$ cat src/include/verify_map.svh
// command codes, field positions and status/error bit positions for the verify handler
`ifndef VERIFY_MAP_SVH
`define VERIFY_MAP_SVH

`define VERIFY_CMD_28 8'h40
`define VERIFY_CMD_EXT 8'h42
`define RETRY_IGNORE_MASK 8'hfe

`define DEV_LBA_BIT 6
`define DEV_DRIVE_BIT 4
`define DEV_HEAD_MSB 3

`define ST_BSY 7
`define ST_RDY 6
`define ST_DSC 4
`define ST_DRQ 3
`define ST_ERR 0

`define ER_UNC 6
`define ER_IDNF 4
`define ER_ABRT 2

`define COUNT_ONE 17'h00001
`define COUNT_256 17'h00100
`define COUNT_65536 17'h10000
`define FIRST_SECTOR 8'h01
`define ADDR_ONE 48'h000000000001

`endif

$ cat src/include/verify_pkg.sv
// types shared by the sector verify handler and its bench
package verify_pkg;

  // command block written by the host, current and previous bytes
  typedef struct packed {
    logic [7:0] cnt_cur;
    logic [7:0] cnt_prev;
    logic [7:0] sn_cur;
    logic [7:0] sn_prev;
    logic [7:0] cl_cur;
    logic [7:0] cl_prev;
    logic [7:0] ch_cur;
    logic [7:0] ch_prev;
    logic [7:0] dev_head;
  } taskfile_s;

  // command block returned to the host
  typedef struct packed {
    logic [7:0] status;
    logic [7:0] error;
    logic [7:0] count;
    logic [7:0] sector_num;
    logic [7:0] cyl_low;
    logic [7:0] cyl_high;
    logic [7:0] dev_head;
  } result_s;

  // one-hot sequencer states
  typedef enum logic [3:0] {
    ST_IDLE = 4'b0001,
    ST_ISSUE = 4'b0010,
    ST_WAIT = 4'b0100,
    ST_FINISH = 4'b1000
  } verify_state_e;

endpackage

$ cat src/core/sector_verify_command.sv
// sector verify command handler, 28-bit and 48-bit forms
// Functional notes
// - codes 40h and 41h run the same verify
// - retry bit of the code is ignored
// - code 42h uses 16-bit count, 48-bit address
// - sectors checked, no data phase ever
// - stop at first uncorrectable or idnf sector
// - 28-bit count zero means 256 sectors
// - 48-bit count zero means 65536 sectors
// - chs fields or lba bits 0-7 start
// - cylinder bytes give lba bits 8-23
// - head field gives lba bits 24-27
// - 48-bit address from current and previous bytes
// - return count of sectors left unverified
// - return address of last processed sector
// - 48-bit error address readable by byte select
`timescale 1ns/1ps
`include "verify_map.svh"

module sector_verify_command
(
  input wire logic sys_clk_i,
  input wire logic rst_n_i,
  input wire verify_pkg::taskfile_s tf_i,
  input wire logic cmd_wr_i,
  input wire logic [7:0] cmd_code_i,
  input wire logic high_order_byte_select_i,
  input wire logic [7:0] sectors_per_track_i,
  input wire logic [3:0] heads_max_i,
  input wire logic chk_done_i,
  input wire logic chk_unc_i,
  input wire logic chk_idnf_i,
  output verify_pkg::result_s result_o,
  output logic chk_req_o,
  output logic [47:0] chk_addr_o,
  output logic chk_chs_o,
  output logic done_o
);
  import verify_pkg::*;

  ////////////////////////////////////////////////////////////////////////////
  // helpers

  // next sector address; chs layout is {head, cyl_hi, cyl_lo, sector}
  function automatic logic [47:0] advance(input logic [47:0] a, input logic chs,
                                          input logic [7:0] spt, input logic [3:0] hmax);
    logic [47:0] r;
    r = a;
    if (!chs)
      r = a + `ADDR_ONE;
    else if (a[7:0] < spt)
      r[7:0] = a[7:0] + `FIRST_SECTOR;
    else
    begin
      r[7:0] = `FIRST_SECTOR;
      if (a[27:24] < hmax)
        r[27:24] = a[27:24] + 4'h1;
      else
      begin
        r[27:24] = 4'h0;
        r[23:8] = a[23:8] + 16'h0001;
      end
    end
    return r;
  endfunction

  ////////////////////////////////////////////////////////////////////////////
  // command decode

  wire is_28 = (cmd_code_i & `RETRY_IGNORE_MASK) == `VERIFY_CMD_28;
  wire is_ext = cmd_code_i == `VERIFY_CMD_EXT;
  wire lba_mode = tf_i.dev_head[`DEV_LBA_BIT];

  // the 48-bit form only exists in lba mode; chs request is aborted
  wire ext_bad = is_ext && !lba_mode;

  // start count; zero wraps to the full range of each form
  wire [16:0] cnt28 = (tf_i.cnt_cur == 8'h00) ? `COUNT_256 : {9'h000, tf_i.cnt_cur};
  wire [15:0] cnt48_raw = {tf_i.cnt_prev, tf_i.cnt_cur};
  wire [16:0] cnt48 = (cnt48_raw == 16'h0000) ? `COUNT_65536 : {1'b0, cnt48_raw};

  // start address; chs and lba share the same 28-bit packing
  wire [47:0] addr28 = {20'h00000, tf_i.dev_head[`DEV_HEAD_MSB:0],
                        tf_i.ch_cur, tf_i.cl_cur,
                        tf_i.sn_cur};
  wire [47:0] addr48 = {tf_i.ch_prev, tf_i.cl_prev, tf_i.sn_prev,
                        tf_i.ch_cur, tf_i.cl_cur, tf_i.sn_cur};

  ////////////////////////////////////////////////////////////////////////////
  // sequencer state

  verify_state_e state;
  verify_state_e next_state;
  logic [16:0] remain;
  logic [47:0] addr;
  logic ext;
  logic chs;
  logic unc;
  logic idnf;
  logic abrt;
  logic [3:0] drive_bits;

  wire last_sector = remain == `COUNT_ONE;
  wire bad_sector = chk_unc_i || chk_idnf_i;

  // commands only start while idle; host loads the block first
  wire start = cmd_wr_i && (is_28 || is_ext) && (state == ST_IDLE);

  // state transitions
  always_comb
  begin
    next_state = state;
    case (state)
      ST_IDLE:
        if (start)
          next_state = ext_bad ? ST_FINISH : ST_ISSUE;
      ST_ISSUE:
        next_state = ST_WAIT;
      ST_WAIT:
        if (chk_done_i)
        begin
          if (bad_sector || last_sector)
            next_state = ST_FINISH;
          else
            next_state = ST_ISSUE;
        end
      ST_FINISH:
        next_state = ST_IDLE;
      default:
        next_state = ST_IDLE;
    endcase
  end

  always_ff @(posedge sys_clk_i or negedge rst_n_i)
  begin
    if (!rst_n_i)
      state <= ST_IDLE;
    else
      state <= next_state;
  end

  ////////////////////////////////////////////////////////////////////////////
  // count and address tracking

  // address is not advanced past the last or failing sector
  always_ff @(posedge sys_clk_i or negedge rst_n_i)
  begin
    if (!rst_n_i)
    begin
      remain <= 17'h00000;
      addr <= 48'h000000000000;
      ext <= 1'b0;
      chs <= 1'b0;
      drive_bits <= 4'h0;
    end
    else if (state == ST_IDLE && start)
    begin
      remain <= is_ext ? cnt48 : cnt28;
      addr <= is_ext ? addr48 : addr28;
      ext <= is_ext;
      chs <= !lba_mode;
      drive_bits <= tf_i.dev_head[7:4];
    end
    else if (state == ST_WAIT && chk_done_i && !bad_sector && !last_sector)
    begin
      remain <= remain - `COUNT_ONE;
      addr <= advance(addr, chs, sectors_per_track_i, heads_max_i);
    end
    else if (state == ST_WAIT && chk_done_i && !bad_sector)
      remain <= 17'h00000;
  end

  // error flags; unc and idnf cleared by each new command, abrt loaded with ext_bad
  always_ff @(posedge sys_clk_i or negedge rst_n_i)
  begin
    if (!rst_n_i)
    begin
      unc <= 1'b0;
      idnf <= 1'b0;
      abrt <= 1'b0;
    end
    else if (state == ST_IDLE && start)
    begin
      unc <= 1'b0;
      idnf <= 1'b0;
      abrt <= ext_bad;
    end
    else if (state == ST_WAIT && chk_done_i)
    begin
      unc <= chk_unc_i;
      idnf <= chk_idnf_i && !chk_unc_i;
    end
  end

  ////////////////////////////////////////////////////////////////////////////
  // media request: one pulse per sector, never a host data phase

  always_ff @(posedge sys_clk_i or negedge rst_n_i)
  begin
    if (!rst_n_i)
    begin
      chk_req_o <= 1'b0;
      chk_addr_o <= 48'h000000000000;
      chk_chs_o <= 1'b0;
      done_o <= 1'b0;
    end
    else
    begin
      chk_req_o <= state == ST_ISSUE;
      chk_addr_o <= addr;
      chk_chs_o <= chs;
      done_o <= state == ST_FINISH;
    end
  end

  ////////////////////////////////////////////////////////////////////////////
  // returned command block

  // busy drops in the finish cycle so the host sees it clear with done
  wire busy = (state != ST_IDLE) && (state != ST_FINISH);
  wire failed = unc || idnf || abrt;
  wire high_order_byte_select = ext && high_order_byte_select_i;

  // status byte; drq is held low for the whole command
  wire [7:0] status_w = ({7'h00, busy} << `ST_BSY) | ({7'h00, !busy} << `ST_RDY)
                        | ({7'h00, !busy} << `ST_DSC)
                        | ({7'h00, !busy && failed} << `ST_ERR);
  wire [7:0] error_w = ({7'h00, unc} << `ER_UNC) | ({7'h00, idnf} << `ER_IDNF)
                       | ({7'h00, abrt} << `ER_ABRT);

  // residual count; low byte only is returned in the 28-bit form
  wire [7:0] count_w = high_order_byte_select ? remain[15:8] : remain[7:0];
  wire [7:0] sn_w = high_order_byte_select ? addr[31:24] : addr[7:0];
  wire [7:0] cl_w = high_order_byte_select ? addr[39:32] : addr[15:8];
  wire [7:0] ch_w = high_order_byte_select ? addr[47:40] : addr[23:16];
  wire [7:0] dh_w = {drive_bits, ext ? 4'h0 : addr[27:24]};

  // registered so the host view is a clean flop
  always_ff @(posedge sys_clk_i or negedge rst_n_i)
  begin
    if (!rst_n_i)
      result_o <= '0;
    else
    begin
      result_o.status <= status_w;
      result_o.error <= error_w;
      result_o.count <= count_w;
      result_o.sector_num <= sn_w;
      result_o.cyl_low <= cl_w;
      result_o.cyl_high <= ch_w;
      result_o.dev_head <= dh_w;
    end
  end

endmodule

$ cat config.mk
export PLATFORM = sky130hd
export DESIGN_NAME = sector_verify_command
export DESIGN_NICKNAME = d
export VERILOG_FILES = /design/src/include/verify_pkg.sv /design/src/core/sector_verify_command.sv
export VERILOG_INCLUDE_DIRS = /design/src /design/src/include
export SDC_FILE = /design/constraint.sdc
export NUM_CORES = 1
export LEC_CHECK = 0
export BUFFER_PORTS_ARGS = -buffer_cell sky130_fd_sc_hd__buf_2
export CORE_ASPECT_RATIO = 0.9
export CORE_MARGIN = 3
export CORE_UTILIZATION = 48
export DETAILED_ROUTE_END_ITERATION = 12
export PLACE_DENSITY_LB_ADDON = 0.05
export RECOVER_POWER = 100
export SLEW_MARGIN = 20
export SYNTH_ARGS = -nofsm -noshare
export SYNTH_HDL_FRONTEND = slang
export SYNTH_SLANG_ARGS = --single-unit
$ cat constraint.sdc
create_clock -name sys_clk_i -period 4.4 [get_ports sys_clk_i]
set_input_delay 0.44 -clock sys_clk_i [delete_from_list [all_inputs] [get_ports sys_clk_i]]
set_output_delay 0.44 -clock sys_clk_i [all_outputs]
set_load 0.02 [all_outputs]
==> qor_table.md, run 1 <==
| Parameter | This run | Unit |
| --- | --- | --- |
| Hold violation count in the final report | 0 | - |
| Number of iterations in the first detailed-routing pass | 7 | - |
| Path type of the worst setup path | flip-flop to flip-flop | - |
| Dpl cell area | 9149 | um2 |
| Sequential-to-total area share from yosys stat | 54.82 | % |
| WL final | 22.53 | mm |
| Setup repair after global routing missed its margin | no | - |
| Total Nets Final | 1,067 | - |
| End-of-flow core utilization | 58.92 | % |
| Filler Cell Count | 1,447 | - |
| Cell Rows | 44 | - |
| Depth of the worst hold-timing path | 3 | - |
| Endpoints failing setup | 0 | - |
| Worst IR Drop VDD | 0.0002724 | V |
| Die area | 18,230 | um2 |
| TritonCTS clock tree | built | - |
| Slew at the pin with the worst max-slew slack | 2.168 | ns |
| H-tree level count | 4 | - |
| Violations in the final reports | capacitance limit, slew limit | - |
| Upper clock frequency limit | 302.0 | MHz |
| Critical-path top delay cell | sky130_fd_sc_hd__nor4_1 | - |
| Number of clock buffers inserted by TritonCTS | 17 | - |
| Overall routing resource usage | 24.66 | % |
| Reg2Reg Depth | 8 | - |
| Placeable core area | 16,240 | um2 |
| Final Instance Count excl. Fillers | 1,173 | - |
| Result of the run | finished, violations left | - |
| CP Max Fanout | 18 | - |
| Final weighted congestion in routability-driven placement | 0.9116 | - |
| Mapped cell area | 7990 | um2 |
| Average detailed-routed wire length per instance | 19.21 | um |
| Inst Count DP | 1,141 | - |
| Cell-by-cell listing of the critical path | nor4_1 -> nand4_1 -> nand2b_1 -> buf_4 -> a21oi_1 -> a21boi_0 -> a211oi_1 -> a211oi_1 | - |
| Leading register cell type out of synthesis | sky130_fd_sc_hd__dfrtp_1 | - |
| Height of the chip | 128.4 | um |
| Max-capacitance violation count | 2 | - |
| Post-synth cell types | 65 | - |
| Clock Root Buffer | sky130_fd_sc_hd__clkbuf_16 | - |
| Sum of net half-perimeters after detailed placement | 15.91 | mm |
| Number of nets still failing antenna checks after routing | 0 | - |
| Layout Cell Area excl Fill | 9569 | um2 |
| Starting Density | 49.20 | % |
| Synthesis-stage register bit count | 175 | - |
| Number of antenna violations at the first check in global routing | 2 | - |
| Number of buffers inserted for hold repair after clock tree synthesis | 0 | - |
| Share of async-settable or async-resettable flops after synthesis | 100.0 | % |
| Power density relative to cell area | 411.2 | nW/um2 |
| Count of pins over their slew limit | 125 | - |
| Required time of the critical path | 4.65 | ns |
| Source-to-sink clock delay at the later pin of the worst-skew pair | 0.44 | ns |
| Area added between synthesis and finish | 19.76 | % |
| Synthesized area per cell | 10.53 | um2 |
| ANT cells | 0 | - |
| Number of top-level pins | 206 | - |
| Period Utilization, post-route | 75.26 | % |
| Highest-count cells in the layout ignoring fill and taps | 174 x sky130_fd_sc_hd__dfrtp_1, 103 x sky130_fd_sc_hd__nand2_1, 100 x sky130_fd_sc_hd__clkbuf_1 | - |
| Rel. slew slack | -44.56 | % |
| Number of cells produced by synthesis | 759 | - |
| Vias in the first global route | 6,671 | - |
| Floorplan die width | 142 | um |
| Cell occurring most often along the worst timing path | sky130_fd_sc_hd__a211oi_1 | - |
| Clock slew seen by the registers of the worst setup and hold paths | 0.07 | ns |
| Number of resized instances in the post-cts repair step | 0 | - |
| Total setup buffers inserted after CTS | 0 | - |
| Count of unresolved DRC violations after routing | 0 | - |
| Largest buffer count on any clock path | 2 | - |
| Arrival time worst endpoint | 3.56 | ns |
| Crit path capture type | flip-flop | - |
| IO buf count | 196 | - |
| First-pass GRT wire length | 35.15 | mm |
| P_leak | 4.542 | nW |
| Warnings, synthesis | 0 | - |
| Crit path launch type | flip-flop | - |
| Setup_tns | 0 | ns |
| Most common library cell in the layout ignoring fill and taps | sky130_fd_sc_hd__dfrtp_1 | - |
| Via count of the routed design | 6,648 | - |
| Time the worst path needs with I/O delays and setup | 3.311 | ns |
| Initial DRC Count | 654 | - |
| Maximum number of pins on one net before global-route repair | 88 | - |
| Clock tree skew after final layout | 0.01499 | ns |
| Largest stage delay, worst path | 0.63 | ns |
| Vias/cell | 5.668 | - |
| Clock sink count | 175 | - |
| Remaining global-route overflow | 0 | - |
| Post-synth EDFFs | 0 | - |
| Type of the most critical hold path | primary input to flip-flop | - |
| Fraction of layout cells with a size suffix above 1 | 18.63 | % |
-- critical path, delay by kind of cell, from the launching register on --
family	cells	cell delay, ns
AO/OA/AOI/OAI	4	0.77
AND/OR/NAND/NOR	3	1.59
flip-flops	1	0.45
buffers and inverters	1	0.33
-- cell type report --
class | count | area, um2 | area share (%)
clock inverters | 14 | 177.7 | 1.857
inverters | 23 | 86.33 | 0.9022
repair buffers | 204 | 907.1 | 9.480
flip-flops and latches | 175 | 4380 | 45.78
well taps | 207 | 259.0 | 2.707
clock buffers | 18 | 429.2 | 4.485
multi-input cells | 532 | 3329 | 34.79
-- layer usage --
| layer | track usage [%] | wire length (um) |
|---|---|---|
| met5 | 0 | 27 |
| met4 | 7.562 | 377 |
| met3 | 5.611 | 1580 |
| met2 | 38.58 | 10410 |
| met1 | 34.63 | 10140 |
-- cell usage after synthesis, types with 3 or more instances --
cell / n / area, um2
sky130_fd_sc_hd__nand2_1: 103 / 386.6
sky130_fd_sc_hd__o211a_1: 5 / 50.05
sky130_fd_sc_hd__a21oi_1: 40 / 200.2
sky130_fd_sc_hd__clkbuf_1: 18 / 67.56
sky130_fd_sc_hd__nor4_1: 10 / 62.56
sky130_fd_sc_hd__o21ai_0: 64 / 320.3
sky130_fd_sc_hd__nand2b_1: 3 / 18.77
sky130_fd_sc_hd__and4_1: 7 / 61.31
sky130_fd_sc_hd__nand3_1: 34 / 170.2
sky130_fd_sc_hd__o21ai_1: 4 / 20.02
sky130_fd_sc_hd__or3_1: 3 / 18.77
sky130_fd_sc_hd__xor2_1: 12 / 105.1
sky130_fd_sc_hd__nor2b_1: 8 / 50.05
sky130_fd_sc_hd__nand4_1: 15 / 93.84
sky130_fd_sc_hd__a221o_1: 7 / 70.07
sky130_fd_sc_hd__buf_2: 7 / 35.03
sky130_fd_sc_hd__a211o_1: 4 / 35.03
sky130_fd_sc_hd__a211oi_1: 3 / 22.52
sky130_fd_sc_hd__nor4_2: 3 / 37.54
sky130_fd_sc_hd__buf_4: 10 / 75.07
sky130_fd_sc_hd__and2_1: 5 / 31.28
sky130_fd_sc_hd__mux2_2: 30 / 337.8
sky130_fd_sc_hd__nor3_1: 12 / 60.06
sky130_fd_sc_hd__a22oi_1: 4 / 30.03
sky130_fd_sc_hd__nor2_1: 38 / 142.6
sky130_fd_sc_hd__nor3b_1: 4 / 30.03
sky130_fd_sc_hd__inv_1: 23 / 86.33
sky130_fd_sc_hd__ha_1: 15 / 187.7
sky130_fd_sc_hd__a21o_1: 4 / 30.03
sky130_fd_sc_hd__dfrtp_1: 174 / 4354
sky130_fd_sc_hd__and3_1: 21 / 131.4
sky130_fd_sc_hd__xnor2_1: 14 / 122.6
sky130_fd_sc_hd__a21boi_0: 4 / 30.03
sky130_fd_sc_hd__o211ai_1: 4 / 30.03
sky130_fd_sc_hd__o311ai_0: 4 / 35.03
sky130_fd_sc_hd__o22ai_1: 3 / 18.77
sky130_fd_sc_hd__mux2i_1: 4 / 40.04
-- logic make-up (layout without fill, tap and decap cells) --
logic type / count (synthesis) / in the layout / synth area share [%]
compound gates: 167 / 167 / 13.25
xor+xnor: 26 / 26 / 2.850
fa+ha+maj: 15 / 15 / 2.349
buf+inv: 60 / 259 / 3.492
flops: 175 / 175 / 54.82
mux: 34 / 34 / 4.729
other cells: 1 / 9 / 0.04693
simple gates: 281 / 281 / 18.46
-- where the power goes --
| group | total (W) | internal (W) | switching [W] |
|---|---|---|---|
| registers | 0.00187 | 0.00174 | 0.000131 |
| clock network | 0.00157 | 0.000903 | 0.000663 |
| logic | 0.000497 | 0.000176 | 0.000321 |
-- sequential cells by signal, summed over array words and instances, names as in the netlist --
register	flops
remain	17
idnf	1
drive_bits	4
state	4
chk_addr_o	48
ext	1
chk_chs_o	1
unc	1
chk_req_o	1
chs	1
abrt	1
result_o	46
done_o	1
addr	48
-- worst paths after layout --
kind                                                 from                        end  slack, ns
max in group asynchronous                         rst_n_i     result_o[27]$_DFF_PN0_       1.66
min in group asynchronous                         rst_n_i    chk_addr_o[4]$_DFF_PN0_       0.61
worst max register to register      remain[7]$_DFFE_PN0P_       addr[26]$_DFFE_PN0P_       1.09
worst min-delay path                              tf_i[4]  drive_bits[0]$_DFFE_PN0P_       0.20
worst min register to register  drive_bits[2]$_DFFE_PN0P_      result_o[6]$_DFF_PN0_       0.38
worst max-delay path                remain[7]$_DFFE_PN0P_       addr[26]$_DFFE_PN0P_       1.09
-- metrics by stage --
| stage | power, W | hold WS (ns) | setup slack [ns] |
|---|---|---|---|
| 2_1_floorplan | 0.002173 | 0.1444 | 2.022 |
| 3_3_place_gp | 0.002410 | 0.3592 | 1.419 |
| 3_5_place_dp | 0.002422 | 0.3665 | 1.400 |
| 4_1_cts | 0.003993 | 0.08103 | 1.541 |
| 5_1_grt | 0.004098 | 0.1985 | 0.7846 |
| 6_report | 0.003934 | 0.1999 | 1.089 |
(Power assumes the default switching activity.)
==> run 2: changes to the inputs <==
--- a/config.mk
+++ b/config.mk
@@ -6,6 +6,7 @@
 export SDC_FILE = /design/constraint.sdc
 export NUM_CORES = 1
 export LEC_CHECK = 0
+export ABC_AREA = 1
 export BUFFER_PORTS_ARGS = -buffer_cell sky130_fd_sc_hd__buf_2
 export CORE_ASPECT_RATIO = 0.9
 export CORE_MARGIN = 3
==> constraint.sdc (replaced) <==
create_clock -name sys_clk_i -period 3.4 [get_ports sys_clk_i]
set_input_delay 0.34 -clock sys_clk_i [delete_from_list [all_inputs] [get_ports sys_clk_i]]
set_output_delay 0.34 -clock sys_clk_i [all_outputs]
set_load 0.02 [all_outputs]
==> qor_table.md, run 2 <==
| Parameter | This run | Unit |
| --- | --- | --- |
| Flip-flop and latch area | 4380 | um2 |
| Highest-count cells in the layout ignoring fill and taps | 441 x sky130_fd_sc_hd__nand2_1, 174 x sky130_fd_sc_hd__dfrtp_1, 165 x sky130_fd_sc_hd__nor2_1 | - |
| Clock slew seen by the registers of the worst setup and hold paths | 0.07 | ns |
| Placeable core area | 18,760 | um2 |
| Layout Cell Area excl Fill | 10,870 | um2 |
| Setup_tns | 0 | ns |
| Share of the synthesized area in the top cell type | 46.57 | % |
| Power density relative to cell area | 544.4 | nW/um2 |
| Maximum number of pins on one net before global-route repair | 68 | - |
| Setup slack, reg-to-reg | 0.72 | ns |
| H-tree level count | 4 | - |
| Hold violation count in the final report | 0 | - |
| Number of nets still failing antenna checks after routing | 0 | - |
| Synthesis-stage register bit count | 175 | - |
| Number of iterations in the first detailed-routing pass | 6 | - |
| Startpoint of the lowest-slack register-to-register path | state[0]$_DFFE_PN1P_ | - |
| Violations in the final reports | capacitance limit, slew limit | - |
| Setup repair after global routing missed its margin | no | - |
| Count of unresolved DRC violations after routing | 0 | - |
| Largest buffer count on any clock path | 2 | - |
| Fraction of layout cells with a size suffix above 1 | 11.85 | % |
| Number of antenna violations at the first check in global routing | 0 | - |
| Number of resized instances in the post-cts repair step | 0 | - |
| Footprint of the multi-input gates | 4218 | um2 |
| Final Instance Count excl. Fillers | 1,688 | - |
| Most used routing layer | met1 | - |
| WL final | 29.16 | mm |
| Worst IR Drop VDD | 0.0003007 | V |
| Filler Cell Count | 1,908 | - |
| Starting Density | 49.84 | % |
| Post-synth cell types | 47 | - |
| Count of pins over their slew limit | 130 | - |
| Commonest cells in the netlist | 440 x sky130_fd_sc_hd__nand2_1, 174 x sky130_fd_sc_hd__dfrtp_1, 165 x sky130_fd_sc_hd__nor2_1 | - |
| Most common library cell in the layout ignoring fill and taps | sky130_fd_sc_hd__nand2_1 | - |
| First-pass GRT wire length | 46.40 | mm |
| Number of cells produced by synthesis | 1,243 | - |
| Largest registers in the final layout | addr (48), chk_addr_o (48), result_o (46) | - |
| Average detailed-routed wire length per instance | 17.27 | um |
| Height of the chip | 138.4 | um |
| Mapped cell area | 9350 | um2 |
| Reg2Reg Depth | 7 | - |
| Reg power frac | 45.1 | % |
| Fraction of met2 tracks used by global routing | 39.43 | % |
| Number of top-level pins | 206 | - |
| Clock Root Buffer | sky130_fd_sc_hd__clkbuf_16 | - |
| Hold wc startpoint | tf_i[4] | - |
| Total setup buffers inserted after CTS | 0 | - |
| Vias/cell | 5.243 | - |
| Power after layout | 0.005919 | W |
| Max-capacitance violation count | 3 | - |
| Met3 track demand over resource in global routing | 5.813 | % |
| Initial DRC Count | 975 | - |
| Inst Count DP | 1,655 | - |
| Die area | 21,190 | um2 |
| Portion of total power attributed to the clock network | 33.7 | % |
| Global Route met1 Usage | 42.64 | % |
| TritonCTS clock tree | built | - |
| Dpl cell area | 10,420 | um2 |
| Number of clock buffers inserted by TritonCTS | 17 | - |
| Upper clock frequency limit | 373.3 | MHz |
| Result of the run | finished, violations left | - |
| Clock tree skew after final layout | 0.01098 | ns |
| Net switching power of the design | 0.002086 | W |
| Period Utilization, post-route | 78.79 | % |
| Area added between synthesis and finish | 16.28 | % |
| Warnings, synthesis | 0 | - |
| Slew at the pin with the worst max-slew slack | 1.692 | ns |
| Crit path launch type | flip-flop | - |
| ANT cells | 0 | - |
| Total Nets Final | 1,544 | - |
| Leading area contributor after synthesis | sky130_fd_sc_hd__dfrtp_1 | - |
| Worst Hold End | drive_bits[0]$_DFFE_PN0P_ | - |
| Arrival time worst endpoint | 3.01 | ns |
| Overall routing resource usage | 27.57 | % |
| Capture point of the worst reg-to-reg path | remain[11]$_DFFE_PN0P_ | - |
| Post-synth EDFFs | 0 | - |
| Source-to-sink clock delay at the later pin of the worst-skew pair | 0.44 | ns |
| Type of the most critical hold path | primary input to flip-flop | - |
| Clock sink count | 175 | - |
| Sequential-to-total area share from yosys stat | 46.85 | % |
| Endpoints failing setup | 0 | - |
| Time the worst path needs with I/O delays and setup | 2.679 | ns |
| Depth of the worst hold-timing path | 3 | - |
| Final weighted congestion in routability-driven placement | 0.9944 | - |
| WHS | 0.09745 | ns |
| Via count of the routed design | 8,851 | - |
| Synthesized area per cell | 7.522 | um2 |
| P_leak | 5.502 | nW |
| Sum of net half-perimeters after detailed placement | 21.74 | mm |
| CP Max Fanout | 14 | - |
| Leading register cell type out of synthesis | sky130_fd_sc_hd__dfrtp_1 | - |
| Rel. slew slack | -12.79 | % |
| Vias in the first global route | 8,467 | - |
| Required time of the critical path | 3.73 | ns |
| Floorplan die width | 153.1 | um |
| IO buf count | 196 | - |
| Count leader, synth | sky130_fd_sc_hd__nand2_1 | - |
| Internal Dissipation | 0.003833 | W |
| Number of buffers inserted for hold repair after clock tree synthesis | 1 | - |
| Switch share | 35.24 | % |
| Dominant cells by area after synthesis | sky130_fd_sc_hd__dfrtp_1 47%, sky130_fd_sc_hd__nand2_1 18%, sky130_fd_sc_hd__nor2_1 6.6% | - |
| Path type of the worst setup path | flip-flop to flip-flop | - |
| Combinational fraction of design power | 21.2 | % |
| Crit path capture type | flip-flop | - |
| Share of async-settable or async-resettable flops after synthesis | 100.0 | % |
| Cell Rows | 47 | - |
| Remaining global-route overflow | 0 | - |
[run 2: cell count changes in the layout (fill, tap and decap cells not counted), sizes merged, moves of 8 or more]
cell   delta
xnor2    -10
nor2b     -8
nor4     -12
mux2     -29
a21oi     -9
o21ai    -15
and3     -19
nor2    +139
nand2   +345
inv      +99
nand3    +69
[run 2: power groups by stage]
stage          registers, W  logic (W)  clock network, W
3_3_place_gp        0.00269    0.00130                 0
2_1_floorplan       0.00282   0.000670                 0
3_5_place_dp        0.00269    0.00131                 0
6_report            0.00267    0.00125           0.00200
4_1_cts             0.00266    0.00131           0.00203
5_1_grt             0.00271    0.00140           0.00212
[run 2: final cells by class]
cell class / instances / area share [%]
Sequential cell: 175 / 40.29
Inverter: 120 / 4.189
Timing Repair Buffer: 204 / 8.377
Multi-Input combinational cell: 912 / 38.79
Clock buffer: 17 / 3.913
Clock inverter: 15 / 1.623
Tap cell: 245 / 2.819
[run 2: how the worst max path moves through the flow]
stage                     cells past startpoint  slack (ns)                endpoint                 start
after floorplan                               9        1.65    addr[12]$_DFFE_PN0P_  addr[27]$_DFFE_PN0P_
after global placement                        9        1.16    addr[29]$_DFFE_PN0P_  state[0]$_DFFE_PN1P_
after detailed placement                      9        1.12    addr[37]$_DFFE_PN0P_  state[0]$_DFFE_PN1P_
after CTS                                     9        1.10    addr[37]$_DFFE_PN0P_  state[0]$_DFFE_PN1P_
after global routing                          8        0.51    addr[28]$_DFFE_PN0P_  state[0]$_DFFE_PN1P_
final                                         7        0.72  remain[11]$_DFFE_PN0P_  state[0]$_DFFE_PN1P_
[run 2: logic make-up (layout without fill, tap and decap cells)]
family                   count (synthesis)  after routing  synth area share (%)
other                                    1              9               0.04011
AND/OR/NAND/NOR                        763            763                 34.31
adder cells (fa/ha/maj)                 15             15                 2.007
buffers and inverters                  164            356                 8.323
AO/OA/AOI/OAI                          108            108                 6.851
flip-flops                             175            175                 46.85
XOR/XNOR                                16             16                 1.499
multiplexers                             1              1                0.1204
[run 2: per-stage QoR]
| stage | setup slack, ns | util [%] |
|---|---|---|
| 3_5_place_dp | 1.123 | 55.54 |
| 4_1_cts | 1.101 | 58.80 |
| 6_report | 0.7213 | 57.96 |
| 5_1_grt | 0.5115 | 57.96 |
| 2_1_floorplan | 1.648 | - |
| 3_3_place_gp | 1.158 | 55.54 |
[run 2: worst max-delay path, stage by stage, from the launching register on]
cell	delay [ns]
sky130_fd_sc_hd__dfstp_1	0.52
sky130_fd_sc_hd__inv_1	0.10
sky130_fd_sc_hd__nor3_4	0.30
sky130_fd_sc_hd__nand2_1	0.58
sky130_fd_sc_hd__nand2_2	0.50
sky130_fd_sc_hd__inv_1	0.25
sky130_fd_sc_hd__o21ai_0	0.23
sky130_fd_sc_hd__nand2_1	0.07
[run 2: routing by layer]
metal  vias to the layer above  part of all wire (%)  routed length, um
li1                       4285                     -                  -
met1                      4141                    47              13680
met2                       391                    43              12510
met3                        34                   8.5               2470
met5                         -                     0                  0
met4                         0                   1.7                497
==> run 3: changes to the inputs <==
--- a/config.mk
+++ b/config.mk
@@ -6,7 +6,7 @@
 export SDC_FILE = /design/constraint.sdc
 export NUM_CORES = 1
 export LEC_CHECK = 0
-export ABC_AREA = 1
+export ABC_AREA = 0
 export BUFFER_PORTS_ARGS = -buffer_cell sky130_fd_sc_hd__buf_2
 export CORE_ASPECT_RATIO = 0.9
 export CORE_MARGIN = 3
==> constraint.sdc (replaced) <==
create_clock -name sys_clk_i -period 2.25 [get_ports sys_clk_i]
set_input_delay 0.225 -clock sys_clk_i [delete_from_list [all_inputs] [get_ports sys_clk_i]]
set_output_delay 0.225 -clock sys_clk_i [all_outputs]
set_load 0.02 [all_outputs]
==> qor_table.md, run 3 (same netlist as run 1, synthesis figures left out) <==
| Parameter | This run | Unit |
| --- | --- | --- |
| Result of the run | completed | - |
| WL final | 23.90 | mm |
| Largest registers in the final layout | addr (48), chk_addr_o (48), result_o (46) | - |
| CP Max Fanout | 8 | - |
| Switch share | 30.19 | % |
| Overall routing resource usage | 25.52 | % |
| P_leak | 5.531 | nW |
| First-pass GRT wire length | 36.64 | mm |
| Depth of the worst hold-timing path | 3 | - |
| Clock tree skew after final layout | 0.01088 | ns |
| Setup repair after global routing missed its margin | yes | - |
| Arrival time worst endpoint | 2.54 | ns |
| Number of nets still failing antenna checks after routing | 0 | - |
| Internal Dissipation | 0.005498 | W |
| Period Utilization, post-route | 99.01 | % |
| Cell-by-cell listing of the critical path | ha_4 -> a2111oi_4 -> buf_4 -> or3_1 -> o32ai_4 -> nor4b_4 -> xnor2_1 -> a21oi_1 | - |
| Placeable core area | 16,240 | um2 |
| Clock sink count | 175 | - |
| Final weighted congestion in routability-driven placement | 0.9300 | - |
| Type of the most critical hold path | primary input to flip-flop | - |
| Met2 Routed Length | 11.22 | mm |
| Total Nets Final | 1,174 | - |
| Hold wc startpoint | tf_i[10] | - |
| Number of top-level pins | 206 | - |
| Number of clock buffers inserted by TritonCTS | 17 | - |
| Critical-path top delay cell | sky130_fd_sc_hd__or3_1 | - |
| Portion of total power attributed to the clock network | 36.4 | % |
| Routed length on met1 | 10.56 | mm |
| Maximum number of pins on one net before global-route repair | 59 | - |
| Count of pins over their slew limit | 0 | - |
| Sum of buffers and inverters on the critical path | 1 | - |
| Net switching power of the design | 0.002378 | W |
| Cell Rows | 44 | - |
| Remaining global-route overflow | 0 | - |
| Crit path capture type | flip-flop | - |
| Most common library cell in the layout ignoring fill and taps | sky130_fd_sc_hd__buf_2 | - |
| ANT cells | 0 | - |
| Reg2Reg Depth | 8 | - |
| Largest stage delay, worst path | 0.44 | ns |
| Top Metal Used | met5 | - |
| Starting Density | 49.20 | % |
| WHS | 0.009240 | ns |
| Setup_tns | 0 | ns |
| Hold violation count in the final report | 0 | - |
| Floorplan die width | 142 | um |
| Via count of the routed design | 7,118 | - |
| Source-to-sink clock delay at the later pin of the worst-skew pair | 0.43 | ns |
| Die area | 18,230 | um2 |
| Initial DRC Count | 709 | - |
| Endpoints failing setup | 0 | - |
| Crit path launch type | flip-flop | - |
| Number of antenna violations at the first check in global routing | 3 | - |
| Combinational fraction of design power | 18.7 | % |
| Required time of the critical path | 2.57 | ns |
| Rel. slew slack | 60.03 | % |
| Path type of the worst setup path | flip-flop to flip-flop | - |
| Clock slew seen by the registers of the worst setup and hold paths | 0.07 | ns |
| Startpoint of the lowest-slack register-to-register path | addr[25]$_DFFE_PN0P_ | - |
| Highest-count cells in the layout ignoring fill and taps | 195 x sky130_fd_sc_hd__buf_2, 172 x sky130_fd_sc_hd__dfrtp_1, 101 x sky130_fd_sc_hd__nand2_1 | - |
| Worst IR Drop VDD | 0.0004506 | V |
| Metal3 WL | 1.772 | mm |
| Vias in the first global route | 6,980 | - |
| TritonCTS clock tree | built | - |
| Upper clock frequency limit | 448.9 | MHz |
| IO buf count | 196 | - |
| Kind of cell adding the most delay to the critical path | simple AND/OR/NAND/NOR gates | - |
| Power density relative to cell area | 723.7 | nW/um2 |
| Max-capacitance violation count | 0 | - |
| Setup slack, reg-to-reg | 0.02 | ns |
| Height of the chip | 128.4 | um |
| Vias/cell | 5.561 | - |
| Reg power frac | 44.9 | % |
| Time the worst path needs with I/O delays and setup | 2.228 | ns |
| H-tree level count | 4 | - |
| Worst Hold End | addr[42]$_DFFE_PN0P_ | - |
| Average detailed-routed wire length per instance | 18.67 | um |
| Clock Root Buffer | sky130_fd_sc_hd__clkbuf_16 | - |
| Area added between synthesis and finish | 36.20 | % |
| Start point of the critical path | addr[25]$_DFFE_PN0P_ | - |
| Fraction of layout cells with a size suffix above 1 | 38.30 | % |
| Largest buffer count on any clock path | 2 | - |
| Slew at the pin with the worst max-slew slack | 0.5995 | ns |
| Number of iterations in the first detailed-routing pass | 6 | - |
| Capture point of the worst reg-to-reg path | addr[22]$_DFFE_PN0P_ | - |
| Sum of net half-perimeters after detailed placement | 17.45 | mm |
| Count of unresolved DRC violations after routing | 0 | - |
[run 3: cell count changes in the layout (fill, tap and decap cells not counted), sizes merged, moves of 8 or more]
cell	before	now
xnor2	4	14
inv	127	29
mux2	1	30
nand3	104	35
nor2	179	40
nor4	2	14
clkbuf	120	33
nand2	448	103
nor2b	0	8
o21ai	55	70
and3	2	21
buf	100	289
a21oi	32	41
[run 3: layer usage]
layer  vias to the layer above  track usage [%]
met5                         -                0
met1                      3451            36.19
met4                         6            5.982
met3                        34            6.206
met2                       318            40.13
li1                       3309                -
[run 3: cell type report]
type / count / area (um2)
Fill cell: 1296 / 5358
Inverter: 23 / 86.33
Tap cell: 207 / 259.0
Clock inverter: 14 / 147.6
Clock buffer: 18 / 429.2
Sequential cell: 175 / 4383
Timing Repair Buffer: 311 / 1902
Multi-Input combinational cell: 532 / 3676
[run 3: timing repair]
item,CTS,global route
pin swaps,7,21
resized for setup,15,59
setup buffers,2,12
setup endpoints to repair,20,55
hold buffers,7,0
hold endpoints to repair,60,0
[run 3: worst max path at each step]
stage               slack (ns)              endpoint  cells past startpoint
global route             -0.09  addr[25]$_DFFE_PN0P_                      9
finish                    0.02  addr[22]$_DFFE_PN0P_                      8
floorplan                -0.01  addr[22]$_DFFE_PN0P_                      8
detailed placement       -0.15  addr[25]$_DFFE_PN0P_                      8
global placement         -0.07  addr[25]$_DFFE_PN0P_                      8
CTS                      -0.04  addr[40]$_DFFE_PN0P_                      9
[run 3: worst register-to-register path: stages (launching register included)]
cell	delay, ns
sky130_fd_sc_hd__dfrtp_1	0.41
sky130_fd_sc_hd__ha_4	0.29
sky130_fd_sc_hd__a2111oi_4	0.06
sky130_fd_sc_hd__buf_4	0.15
sky130_fd_sc_hd__or3_1	0.44
sky130_fd_sc_hd__o32ai_4	0.26
sky130_fd_sc_hd__nor4b_4	0.29
sky130_fd_sc_hd__xnor2_1	0.14
sky130_fd_sc_hd__a21oi_1	0.08
[run 3: power by group through the flow]
stage | logic, W | registers [W] | clock network [W]
CTS | 0.00141 | 0.00353 | 0.00291
global route | 0.00159 | 0.00357 | 0.00305
floorplan | 0.000440 | 0.00382 | 0
finish | 0.00147 | 0.00354 | 0.00287
detailed placement | 0.00138 | 0.00359 | 0
global placement | 0.00135 | 0.00358 | 0
[run 3: stage by stage]
| stage | setup WS (ns) | power, W | std cells | cell area (um2) | utilization, % |
|---|---|---|---|---|---|
| CTS | -0.03941 | 0.007853 | 1268 | 10600 | 65.27 |
| global route | -0.08576 | 0.008203 | 1280 | 10880 | 67.01 |
| floorplan | -0.01244 | 0.004261 | 767 | 8044 | - |
| detailed placement | -0.1539 | 0.004968 | 1227 | 9893 | 60.92 |
| global placement | -0.07013 | 0.004935 | 1227 | 9893 | 60.92 |
| finish | 0.02218 | 0.007876 | 1280 | 10880 | 67.01 |
